`src/rtl/dlo_pkg.sv`:
```
// Constants for the differential line-out volume register bank.
// Assumes a 50 MHz APB clock and a 12-bit byte address bus.
package dlo_pkg;

    // ----------------------------------------------------------------
    // Register map
    // ----------------------------------------------------------------
    localparam int ADDR_W = 12;
    localparam int DATA_W = 32;
    localparam logic [7:0] LEFT_REG_IDX = 8'h3e;
    localparam logic [7:0] RIGHT_REG_IDX = 8'h3f;
    localparam logic [7:0] STATUS_REG_IDX = 8'h40;
    localparam logic [ADDR_W-1:0] LEFT_REG_ADDR = {2'h0, LEFT_REG_IDX, 2'h0};
    localparam logic [ADDR_W-1:0] RIGHT_REG_ADDR = {2'h0, RIGHT_REG_IDX, 2'h0};
    localparam logic [ADDR_W-1:0] STATUS_REG_ADDR = {2'h0, STATUS_REG_IDX, 2'h0};

    // ----------------------------------------------------------------
    // Channel control register fields
    // ----------------------------------------------------------------
    localparam int MUTE_BIT = 8;
    localparam int APPLY_BIT = 7;
    localparam int ZC_BIT = 6;
    localparam int GAIN_LSB = 0;
    localparam int GAIN_W = 6;
    localparam logic MUTE_RST = 1'h1;
    localparam logic APPLY_RST = 1'h0;
    localparam logic ZC_RST = 1'h0;
    localparam logic [GAIN_W-1:0] GAIN_RST = 6'h39;
    localparam logic [GAIN_W-1:0] GAIN_MIN_CODE = 6'h00;
    localparam logic [GAIN_W-1:0] GAIN_UNITY_CODE = 6'h39;
    localparam logic [GAIN_W-1:0] GAIN_MAX_CODE = 6'h3f;

    // ----------------------------------------------------------------
    // Status register fields
    // ----------------------------------------------------------------
    localparam int STAT_LEFT_GAIN_LSB = 0;
    localparam int STAT_RIGHT_GAIN_LSB = 8;
    localparam int STAT_LEFT_WAIT_BIT = 16;
    localparam int STAT_RIGHT_WAIT_BIT = 17;

    // ----------------------------------------------------------------
    // Timing
    // ----------------------------------------------------------------
    localparam int CLK_MHZ = 50;
    localparam int ZC_TIMEOUT_US = 1000;
    localparam int ZC_TIMEOUT_CYCLES = ZC_TIMEOUT_US * CLK_MHZ;

endpackage

```
`src/rtl/dlo_regs.sv`:
```
// Differential line-out volume registers behind an APB slave.
// Assumes zero-cross indications arrive asynchronously from the analogue side.

// Functional notes
// - Bit 8 mutes channel; resets muted
// - Writing bit 7 applies both volumes together
// - Update bit is write-only, reads zero
// - Bit 6 enables zero-cross gating; resets 0
// - Gain code 0 is -57dB, 1dB steps
// - Gain fields reset to 0dB code
// - Right register mirrors left register layout
module dlo_regs #(
    parameter int ZC_TIMEOUT_CYCLES = dlo_pkg::ZC_TIMEOUT_CYCLES
)(
    input wire logic pclk,
    input wire logic presetn,
    input wire logic psel,
    input wire logic penable,
    input wire logic pwrite,
    input wire logic [dlo_pkg::ADDR_W-1:0] paddr,
    input wire logic [dlo_pkg::DATA_W-1:0] pwdata,
    input wire logic [3:0] pstrb,
    output logic [dlo_pkg::DATA_W-1:0] prdata,
    output logic pready,
    output logic pslverr,
    input wire logic left_zero_cross,
    input wire logic right_zero_cross,
    output logic left_diff_mute,
    output logic right_diff_mute,
    output logic [dlo_pkg::GAIN_W-1:0] left_diff_gain,
    output logic [dlo_pkg::GAIN_W-1:0] right_diff_gain
);

    localparam int NCH = 2;
    localparam int CNT_W = $clog2(ZC_TIMEOUT_CYCLES + 1);

    // ----------------------------------------------------------------
    // APB decode
    // ----------------------------------------------------------------
    logic pready_reg;
    logic pslverr_reg;
    logic [dlo_pkg::DATA_W-1:0] prdata_reg;

    wire setup_phase = psel & ~penable;
    wire access_done = psel & penable & pready_reg;
    wire sel_left = (paddr == dlo_pkg::LEFT_REG_ADDR);
    wire sel_right = (paddr == dlo_pkg::RIGHT_REG_ADDR);
    wire sel_status = (paddr == dlo_pkg::STATUS_REG_ADDR);
    wire addr_hit = sel_left | sel_right | sel_status;
    // The status register is read-only; a write to it is flagged as an error.
    wire bad_access = ~addr_hit | (sel_status & pwrite);
    wire wr_ok = access_done & pwrite & ~bad_access;
    wire lane0 = pstrb[0];
    wire lane1 = pstrb[1];

    wire [NCH-1:0] ch_write = {wr_ok & sel_right, wr_ok & sel_left};

    // ----------------------------------------------------------------
    // Channel control state
    // ----------------------------------------------------------------
    logic [NCH-1:0] mute_reg;
    logic [NCH-1:0] mute_next;
    logic [NCH-1:0] zc_reg;
    logic [NCH-1:0] zc_next;
    logic [dlo_pkg::GAIN_W-1:0] pend_reg [NCH];
    logic [dlo_pkg::GAIN_W-1:0] pend_next [NCH];
    logic apply_reg;
    logic apply_next;
    logic [dlo_pkg::GAIN_W-1:0] applied [NCH];
    logic [NCH-1:0] waiting;
    logic [NCH-1:0] zc_in;
    logic [NCH-1:0] zc_pulse;

    assign zc_in = {right_zero_cross, left_zero_cross};

    assign apply_next = wr_ok & (sel_left | sel_right) & lane0 & pwdata[dlo_pkg::APPLY_BIT];

    genvar ch;
    generate
        for (ch = 0; ch < NCH; ch++)
        begin : g_ch
            logic sync1_reg;
            logic sync2_reg;
            logic prev_reg;

            always_comb
            begin
                mute_next[ch] = mute_reg[ch];
                zc_next[ch] = zc_reg[ch];
                pend_next[ch] = pend_reg[ch];
                if (ch_write[ch] && lane1)
                begin
                    mute_next[ch] = pwdata[dlo_pkg::MUTE_BIT];
                end
                if (ch_write[ch] && lane0)
                begin
                    zc_next[ch] = pwdata[dlo_pkg::ZC_BIT];
                    pend_next[ch] = pwdata[dlo_pkg::GAIN_LSB +: dlo_pkg::GAIN_W];
                end
            end

            always_ff @(posedge pclk or negedge presetn)
            begin
                if (!presetn)
                begin
                    mute_reg[ch] <= dlo_pkg::MUTE_RST;
                    zc_reg[ch] <= dlo_pkg::ZC_RST;
                    pend_reg[ch] <= dlo_pkg::GAIN_RST;
                end
                else
                begin
                    mute_reg[ch] <= mute_next[ch];
                    zc_reg[ch] <= zc_next[ch];
                    pend_reg[ch] <= pend_next[ch];
                end
            end

            // The comparator toggles on every sign change, so either edge is a crossing.
            always_ff @(posedge pclk or negedge presetn)
            begin
                if (!presetn)
                begin
                    sync1_reg <= 1'b0;
                    sync2_reg <= 1'b0;
                    prev_reg <= 1'b0;
                end
                else
                begin
                    sync1_reg <= zc_in[ch];
                    sync2_reg <= sync1_reg;
                    prev_reg <= sync2_reg;
                end
            end

            assign zc_pulse[ch] = sync2_reg ^ prev_reg;

            // code passed unchanged to gain stage
            dlo_gain_stage #(
                .GAIN_W(dlo_pkg::GAIN_W),
                .TIMEOUT_CYCLES(ZC_TIMEOUT_CYCLES),
                .CNT_W(CNT_W)
            ) u_stage (
                .pclk(pclk),
                .presetn(presetn),
                .apply_pulse(apply_reg),
                .target_gain(pend_reg[ch]),
                .zc_en(zc_reg[ch]),
                .zc_pulse(zc_pulse[ch]),
                .applied_gain(applied[ch]),
                .waiting(waiting[ch])
            );
        end
    endgenerate

    // ----------------------------------------------------------------
    // Update strobe
    // ----------------------------------------------------------------
    // Delayed one cycle so both pending values, including the one just written, are settled.
    always_ff @(posedge pclk or negedge presetn)
    begin
        if (!presetn)
        begin
            apply_reg <= dlo_pkg::APPLY_RST;
        end
        else
        begin
            apply_reg <= apply_next;
        end
    end

    // ----------------------------------------------------------------
    // Read data
    // ----------------------------------------------------------------
    wire [dlo_pkg::DATA_W-1:0] left_rd;
    wire [dlo_pkg::DATA_W-1:0] right_rd;
    wire [dlo_pkg::DATA_W-1:0] status_rd;
    wire [dlo_pkg::DATA_W-1:0] rd_mux;

    assign left_rd = {23'h0, mute_reg[0], 1'b0, zc_reg[0], pend_reg[0]};
    assign right_rd = {23'h0, mute_reg[1], 1'b0, zc_reg[1], pend_reg[1]};
    assign status_rd = {14'h0, waiting[1], waiting[0], 2'h0, applied[1], 2'h0, applied[0]};
    assign rd_mux = sel_left ? left_rd :
                    sel_right ? right_rd :
                    sel_status ? status_rd : '0;

    wire [dlo_pkg::DATA_W-1:0] prdata_next = (setup_phase && !pwrite) ? rd_mux : prdata_reg;
    // One wait-free access: ready rises in the access phase and drops after it.
    wire pready_next = setup_phase;
    wire pslverr_next = setup_phase & bad_access;

    always_ff @(posedge pclk or negedge presetn)
    begin
        if (!presetn)
        begin
            prdata_reg <= '0;
            pready_reg <= 1'b0;
            pslverr_reg <= 1'b0;
        end
        else
        begin
            prdata_reg <= prdata_next;
            pready_reg <= pready_next;
            pslverr_reg <= pslverr_next;
        end
    end

    // ----------------------------------------------------------------
    // Outputs
    // ----------------------------------------------------------------
    assign prdata = prdata_reg;
    assign pready = pready_reg;
    assign pslverr = pslverr_reg;
    assign left_diff_mute = mute_reg[0];
    assign right_diff_mute = mute_reg[1];
    assign left_diff_gain = applied[0];
    assign right_diff_gain = applied[1];

endmodule

```
`src/rtl/dlo_gain_stage.sv`:
```
// One channel's applied-gain stage with optional zero-cross gating.
// Assumes apply_pulse is one cycle and zc_pulse is already synchronised.
module dlo_gain_stage #(
    parameter int GAIN_W = 6,
    parameter int TIMEOUT_CYCLES = 50000,
    parameter int CNT_W = 17
)(
    input wire logic pclk,
    input wire logic presetn,
    input wire logic apply_pulse,
    input wire logic [GAIN_W-1:0] target_gain,
    input wire logic zc_en,
    input wire logic zc_pulse,
    output logic [GAIN_W-1:0] applied_gain,
    output logic waiting
);

    logic [GAIN_W-1:0] applied_reg;
    logic [GAIN_W-1:0] applied_next;
    logic [GAIN_W-1:0] held_reg;
    logic [GAIN_W-1:0] held_next;
    logic waiting_reg;
    logic waiting_next;
    logic [CNT_W-1:0] cnt_reg;
    logic [CNT_W-1:0] cnt_next;

    localparam logic [CNT_W-1:0] CNT_LAST = CNT_W'(TIMEOUT_CYCLES - 1);

    wire timed_out = (cnt_reg == CNT_LAST);
    // A silent channel never crosses zero, so the timeout keeps a change from hanging.
    wire release_now = waiting_reg & (zc_pulse | timed_out | ~zc_en);

    always_comb
    begin
        applied_next = applied_reg;
        held_next = held_reg;
        waiting_next = waiting_reg;
        cnt_next = waiting_reg ? cnt_reg + 1'b1 : '0;
        if (apply_pulse)
        begin
            if (zc_en)
            begin
                held_next = target_gain;
                waiting_next = 1'b1;
                cnt_next = '0;
            end
            else
            begin
                applied_next = target_gain;
                waiting_next = 1'b0;
            end
        end
        else if (release_now)
        begin
            applied_next = held_reg;
            waiting_next = 1'b0;
        end
    end

    always_ff @(posedge pclk or negedge presetn)
    begin
        if (!presetn)
        begin
            applied_reg <= dlo_pkg::GAIN_RST;
            held_reg <= dlo_pkg::GAIN_RST;
            waiting_reg <= 1'b0;
            cnt_reg <= '0;
        end
        else
        begin
            applied_reg <= applied_next;
            held_reg <= held_next;
            waiting_reg <= waiting_next;
            cnt_reg <= cnt_next;
        end
    end

    assign applied_gain = applied_reg;
    assign waiting = waiting_reg;

endmodule

```
`config.mk`:
```
export PLATFORM = sky130hd
export DESIGN_NAME = dlo_regs
export DESIGN_NICKNAME = d
export VERILOG_FILES = /design/src/rtl/dlo_pkg.sv /design/src/rtl/dlo_regs.sv /design/src/rtl/dlo_gain_stage.sv
export SDC_FILE = /design/constraint.sdc
export NUM_CORES = 1
export LEC_CHECK = 0
export ABC_CLOCK_PERIOD_IN_PS = 3200
export BUFFER_PORTS_ARGS = -buffer_cell sky130_fd_sc_hd__buf_2
export CAP_MARGIN = 25
export CELL_PAD_IN_SITES_DETAIL_PLACEMENT = 1
export CELL_PAD_IN_SITES_GLOBAL_PLACEMENT = 1
export CORE_MARGIN = 2
export CORE_UTILIZATION = 43
export CTS_CLUSTER_SIZE = 24
export DETAILED_ROUTE_END_ITERATION = 10
export PLACE_DENSITY_LB_ADDON = 0.2
export REMOVE_ABC_BUFFERS = 1
export SYNTH_ARGS = -nofsm -noshare
export SYNTH_HDL_FRONTEND = slang
export SYNTH_SLANG_ARGS = --single-unit
```
`constraint.sdc`:
```
create_clock -name pclk -period 3.2 [get_ports pclk]
set_clock_uncertainty 0.1 [all_clocks]
set_input_delay 0.48 -clock pclk [delete_from_list [all_inputs] [get_ports pclk]]
set_output_delay 0.48 -clock pclk [all_outputs]
set_load 0.01 [all_outputs]
```
== Yosys cells after proc, flatten, opt, wreduce, memory -nomap -nowiden ==
Cells that the tools add are included.
Storage, ports and cells
  bits in registers: 115
  latch bits: 0
  bits in writable memories: 0
  memory bits (read-only): 0
  input bits: 55
  output and inout bits: 48
  word-level logic and storage cells: 94
  memories: 0
Operators by class
  $add $sub $neg: 2
  multiply operators: 0
  div/mod/pow operators: 0
  $lt $le $gt $ge: 0
  equality and inequality tests: 7
  shifts and indexed selects: 0
  muxes and demuxes: 21
  bitwise operators: 28
  reduce and logical (&&, ||, !) cells: 12
Operators with widths (number)
  two-way mux 16 bit: 6
  two-way mux 18 bit: 3
  two-way mux 6 bit: 6
  adder 16 x 1 -> 16 bit, second input constant: 2
  == test 16 bit, second input constant: 2
  == test 12 x 8 -> 1 bit, second input constant: 2
  bitwise AND 1 bit: 14
  == test 12 x 9 -> 1 bit, second input constant: 1
  AND reduction 2 bit: 4
  OR 1 bit: 7
  two-way mux 1 bit: 6
  logical AND 1 bit: 5
  NOT 1 bit: 5
  != test 2 bit, second input constant: 2
  nonzero test 2 bit: 2
  bitwise XOR 1 bit: 2
  zero test 1 bit: 1

== Longest topological paths before layout ==
  depth in word-level cells: 10
  gate-level depth with buffers: 6
  gate-level depth less buffers: 5

== Modules after synthesis ==
A second synthesis with hierarchy kept.
Unflattened totals
  cell total of the unflattened synthesis: 461
  area total of the unflattened synthesis: 4979.8 um^2
By module, submodules not included
  dlo_gain_stage: instances 2, cells an instance 161, area an instance 1584.0 um^2, sequential area each 735.7 um^2
  dlo_regs: instances 1, cells an instance 139, area an instance 1811.7 um^2, sequential area each 1013.5 um^2

== Worst setup path before layout ==
Ideal clock, no wire load.
  path type: input -> register
  from: input paddr[0] (netlist bit)
  to: register pend_reg (netlist bit left_rd[1])
  library setup time: 0.125 ns
  data arrival time: 2.133 ns
  data required time: 2.975 ns
  setup slack: 0.842 ns
  stages on the path: 6
  path buffers: 2
  cells stage by stage: or4_1 > nor4bb_1 > buf_2 > and4b_1 > buf_2 > mux2_2
On the way
  cells in the longest elaborated chain, start to end: 9
  elaborated cells on any way between the ends: 12
  those cells by class: eq/ne (3); bitwise (8); reduce/logical (1)
RTL lines
  from (decl): line dlo_regs.sv:20  | input wire logic [dlo_pkg::ADDR_W-1:0] paddr,
  == test 12 x 8 -> 1 bit, on equally long branches: line dlo_regs.sv:46, dlo_regs.sv:47
  OR 1 bit (2 in a row): line dlo_regs.sv:49  | wire addr_hit = sel_left | sel_right | sel_status;
  NOT 1 bit: line dlo_regs.sv:51  | wire bad_access = ~addr_hit | (sel_status & pwrite);
  OR 1 bit: line dlo_regs.sv:51
  NOT 1 bit: line dlo_regs.sv:52  | wire wr_ok = access_done & pwrite & ~bad_access;
  bitwise AND 1 bit: line dlo_regs.sv:52
  bitwise AND 1 bit (*): line dlo_regs.sv:56  | wire [NCH-1:0] ch_write = {wr_ok & sel_right, wr_ok & sel_left};
  logical AND 1 bit (*): line dlo_regs.sv:95  | if (ch_write[ch] && lane0)
  to (signal, indexed assignment): line dlo_regs.sv:108  | pend_reg[ch] <= dlo_pkg::GAIN_RST;
  to (signal, indexed assignment): line dlo_regs.sv:114  | pend_reg[ch] <= pend_next[ch];
  to (decl): line dlo_regs.sv:65  | logic [dlo_pkg::GAIN_W-1:0] pend_reg [NCH];
Mark *: on every way between the ends. The rest lies on a longest branch, timed or not.
A chain may end at the register's enable or synchronous reset.

== Final worst setup path ==
  from: register g_ch[1].u_stage.cnt_reg[4]
  to: register g_ch[1].u_stage.applied_reg[2]
On the way
  cells in the longest elaborated chain, start to end: 6
RTL lines
  from (decl): line dlo_gain_stage.sv:24  | logic [CNT_W-1:0] cnt_reg;
  from (signal assigned): line dlo_gain_stage.sv:74  | cnt_reg <= cnt_next;
  == test 16 bit: line dlo_gain_stage.sv:29  | wire timed_out = (cnt_reg == CNT_LAST);
  OR 1 bit (2 in a row): line dlo_gain_stage.sv:31  | wire release_now = waiting_reg & (zc_pulse | timed_out | ~zc_en);
  bitwise AND 1 bit: line dlo_gain_stage.sv:31
  nonzero test 2 bit (no source line)
  AND reduction 2 bit (no source line)
  to (signal assigned): line dlo_gain_stage.sv:64  | applied_reg <= dlo_pkg::GAIN_RST;
  to (signal assigned): line dlo_gain_stage.sv:71  | applied_reg <= applied_next;
  to (decl): line dlo_gain_stage.sv:18  | logic [GAIN_W-1:0] applied_reg;
Every way passes these cells.

==> reports/metrics.cfg <==
[cts]
cts_tree = built
cts_root_buf = clkbuf_8
clock_path_buffers = 2
insertion_delay_ps = 370
cts_setup_buffers = 0
cts_buffers = 9
path_clk_slew_ps = 90
cts_htree_levels = 3
cts.sinks = 98

[route]
firstDrtPassIters = 4
drc = 0
vias = 3052
drtIter0Drc = 83
drt_wl_total_um = 9835
avgViaCountPerCell = 5.289
routedWlPerCell_um = 17.05
ant_nets = 0

[timing]
hold_slack_ps = 123.0
hold_viol = 0
timing.slew.headroom_pct = 63.14
timing.final.ws_setup_ps = 795.7
rsz0062_at_grt = false
tns_ps = 0
period_share_pct = 75.13
worst_pin_slew_ps = 547.8
min_period_ps = 2404
maxSlewViolCount = 0
fmax_ghz = 0.4159
finalSetupViolations = 0

[global_route]
antenna_found_initial = 0
grt_overflow = 0
grt_pass1_vias = 3206
grt_max_degree = 42
grt_pass1_wl_um = 16640
grt_util_all_layers_pct = 19.07

[hold_path]
worstHoldPathType = input pin to flop
min_to = g_ch[1].sync1_reg$_DFF_PN0_
hold_path_depth = 1
min_from = right_zero_cross

[synth]
ys_types = 51
ys_async_sr_fraction_pct = 100.0
synth.cell_area_mm2 = 0.004506
yosysSeqAreaShare_pct = 55.15
synthFlopType = dfrtp_1
synth_commonest_cells = dfrtp_1 (72), mux2_2 (40), nor2_1 (27), dfstp_2 (26)
synthTopCellsByArea = dfrtp_1 (40%), dfstp_2 (15%), mux2_2 (10%)
yosysMostFrequentCell = dfrtp_1
synth-seq-cells = 98
synth_largest_area_cell = dfrtp_1
synth_edf_count = 0
avgSynthCellArea_um2 = 12.14
ys_warn_count = 0
synth.top_cell.area_share_pct = 39.99
netlist_instances = 371

[cells_and_area]
drive_gt1_share_pct = 35.83
largest_register_ffs = 32
nets = 493
num_antenna_cells = 0
syn2layout_area_growth_pct = 14.00
final_util_pct = 50.20

[worst_setup_path]
cp_max_fo = 7
reg2reg_setup_slack_ps = 800
cp.arrival_ps = 2560
cp.buffers_inverters = 0
crit_path_start = g_ch[1].u_stage.cnt_reg[4]$_DFF_PN0_
slowest_stage = or4_4
r2r_end = g_ch[1].u_stage.applied_gain[2]$_DFFE_PN0P_
cpPeakStageDelay_ps = 550
reg2reg_from = g_ch[1].u_stage.cnt_reg[4]$_DFF_PN0_
cp-start-kind = flop
r2r_cells = 4
endpoint_kind = flop
critPathTopFamily = simple AND/OR/NAND/NOR gates
cp.required_ps = 3360
path_class = flop to flop
cp_cell_sequence = or4b_1, or4_4, a31oi_4, mux2_2

[placement]
dpl.hpwl_um = 7154
gp_congestion = 0.7978
numPortBuffers = 60
dp_slack_ps = 531.6

[pwr]
vdd_drop_max_v = 0.0002938
p_leak_nw = 2.361
p_per_area_mw_per_mm2 = 431.0
power_mw = 2.214

[floorplan]
io_pins = 103
die_h_um = 106.4
die-width_um = 106.4
core_area_mm2 = 0.01023
dieArea_mm2 = 0.01131
row_count = 37
start_util_pct = 44.04

[outcome]
status = finished clean

[run]
max_cap_viol_count = 0

[layout make-up]
cell class              count  area (um^2)
clock buffers              11        141.4
clock inverters             5        77.57
fillers                  1117         5095
inverters                   8        30.03
multi-input cells         250         1859
flip-flops and latches     98         2485
well taps                 136        170.2
repair buffers             69        372.9
[logic make-up (layout without fill, tap and decap cells)]
| kind of cell | Yosys count | count (layout) | synth area share, % |
|---|---|---|---|
| flip-flops | 98 | 98 | 55.15 |
| AND/OR/NAND/NOR | 116 | 116 | 14.72 |
| AO/OA/AOI/OAI | 30 | 30 | 5.277 |
| XOR/XNOR | 25 | 25 | 4.860 |
| adder cells (fa/ha/maj) | 2 | 2 | 0.5553 |
| buffers and inverters | 39 | 93 | 4.915 |
| multiplexers | 60 | 60 | 14.44 |
| other | 1 | 17 | 0.08323 |
[metal layers]
layer | routed length, um | track usage, % | vias to the layer above
met2 | 4775 | 31.23 | 53
met1 | 4574 | 25.27 | 1561
met3 | 318 | 3.863 | 15
met4 | 167 | 6.673 | 0
met5 | 0 | 0 | -
li1 | - | - | 1423
[how the worst max path moves through the flow]
stage | to | slack [ps] | depth (start not counted)
floorplan | left_rd[1]$_DFFE_PN0P_ | 470 | 4
global placement | left_rd[1]$_DFFE_PN0P_ | 540 | 5
detailed placement | left_rd[2]$_DFFE_PN0P_ | 530 | 5
CTS | g_ch[1].u_stage.applied_gain[2]$_DFFE_PN0P_ | 790 | 4
global route | g_ch[1].u_stage.applied_gain[1]$_DFFE_PN0P_ | 700 | 4
finish | g_ch[1].u_stage.applied_gain[2]$_DFFE_PN0P_ | 800 | 4
[stage by stage]
stage                     instances  cell area, um^2
final                           577             5136
after global routing            577             5136
after CTS                       577             5136
after detailed placement        560             4907
after global placement          560             4907
after floorplan                 356             4374
[report_power, final]
group          total (mW)  internal [mW]  switching [mW]
logic              0.0871         0.0281          0.0590
registers            1.25           1.25         0.00326
clock network       0.877          0.459           0.418
[layout by cell type (no fill, tap or decap), types with 6 or more instances in the layout]
| cell type | count |
|---|---|
| nand2_1 | 20 |
| xor2_1 | 14 |
| clkbuf_8 | 10 |
| xnor2_1 | 11 |
| inv_1 | 8 |
| conb_1 | 17 |
| mux2_2 | 40 |
| buf_2 | 59 |
| buf_4 | 9 |
| mux2i_1 | 20 |
| nand4_1 | 12 |
| dfstp_2 | 26 |
| nor2_1 | 27 |
| and4_1 | 7 |
| o221ai_1 | 6 |
| dfrtp_1 | 72 |
| a22o_1 | 7 |
| nand3_1 | 12 |
[repair_timing]
item / CTS / global route
hold buffers: 1 / 0
setup endpoints to repair: 0 / 0
endpoints found under the hold margin: 22 / 0
gates resized for setup: 0 / 0
Power figures use the tool's default switching activity.
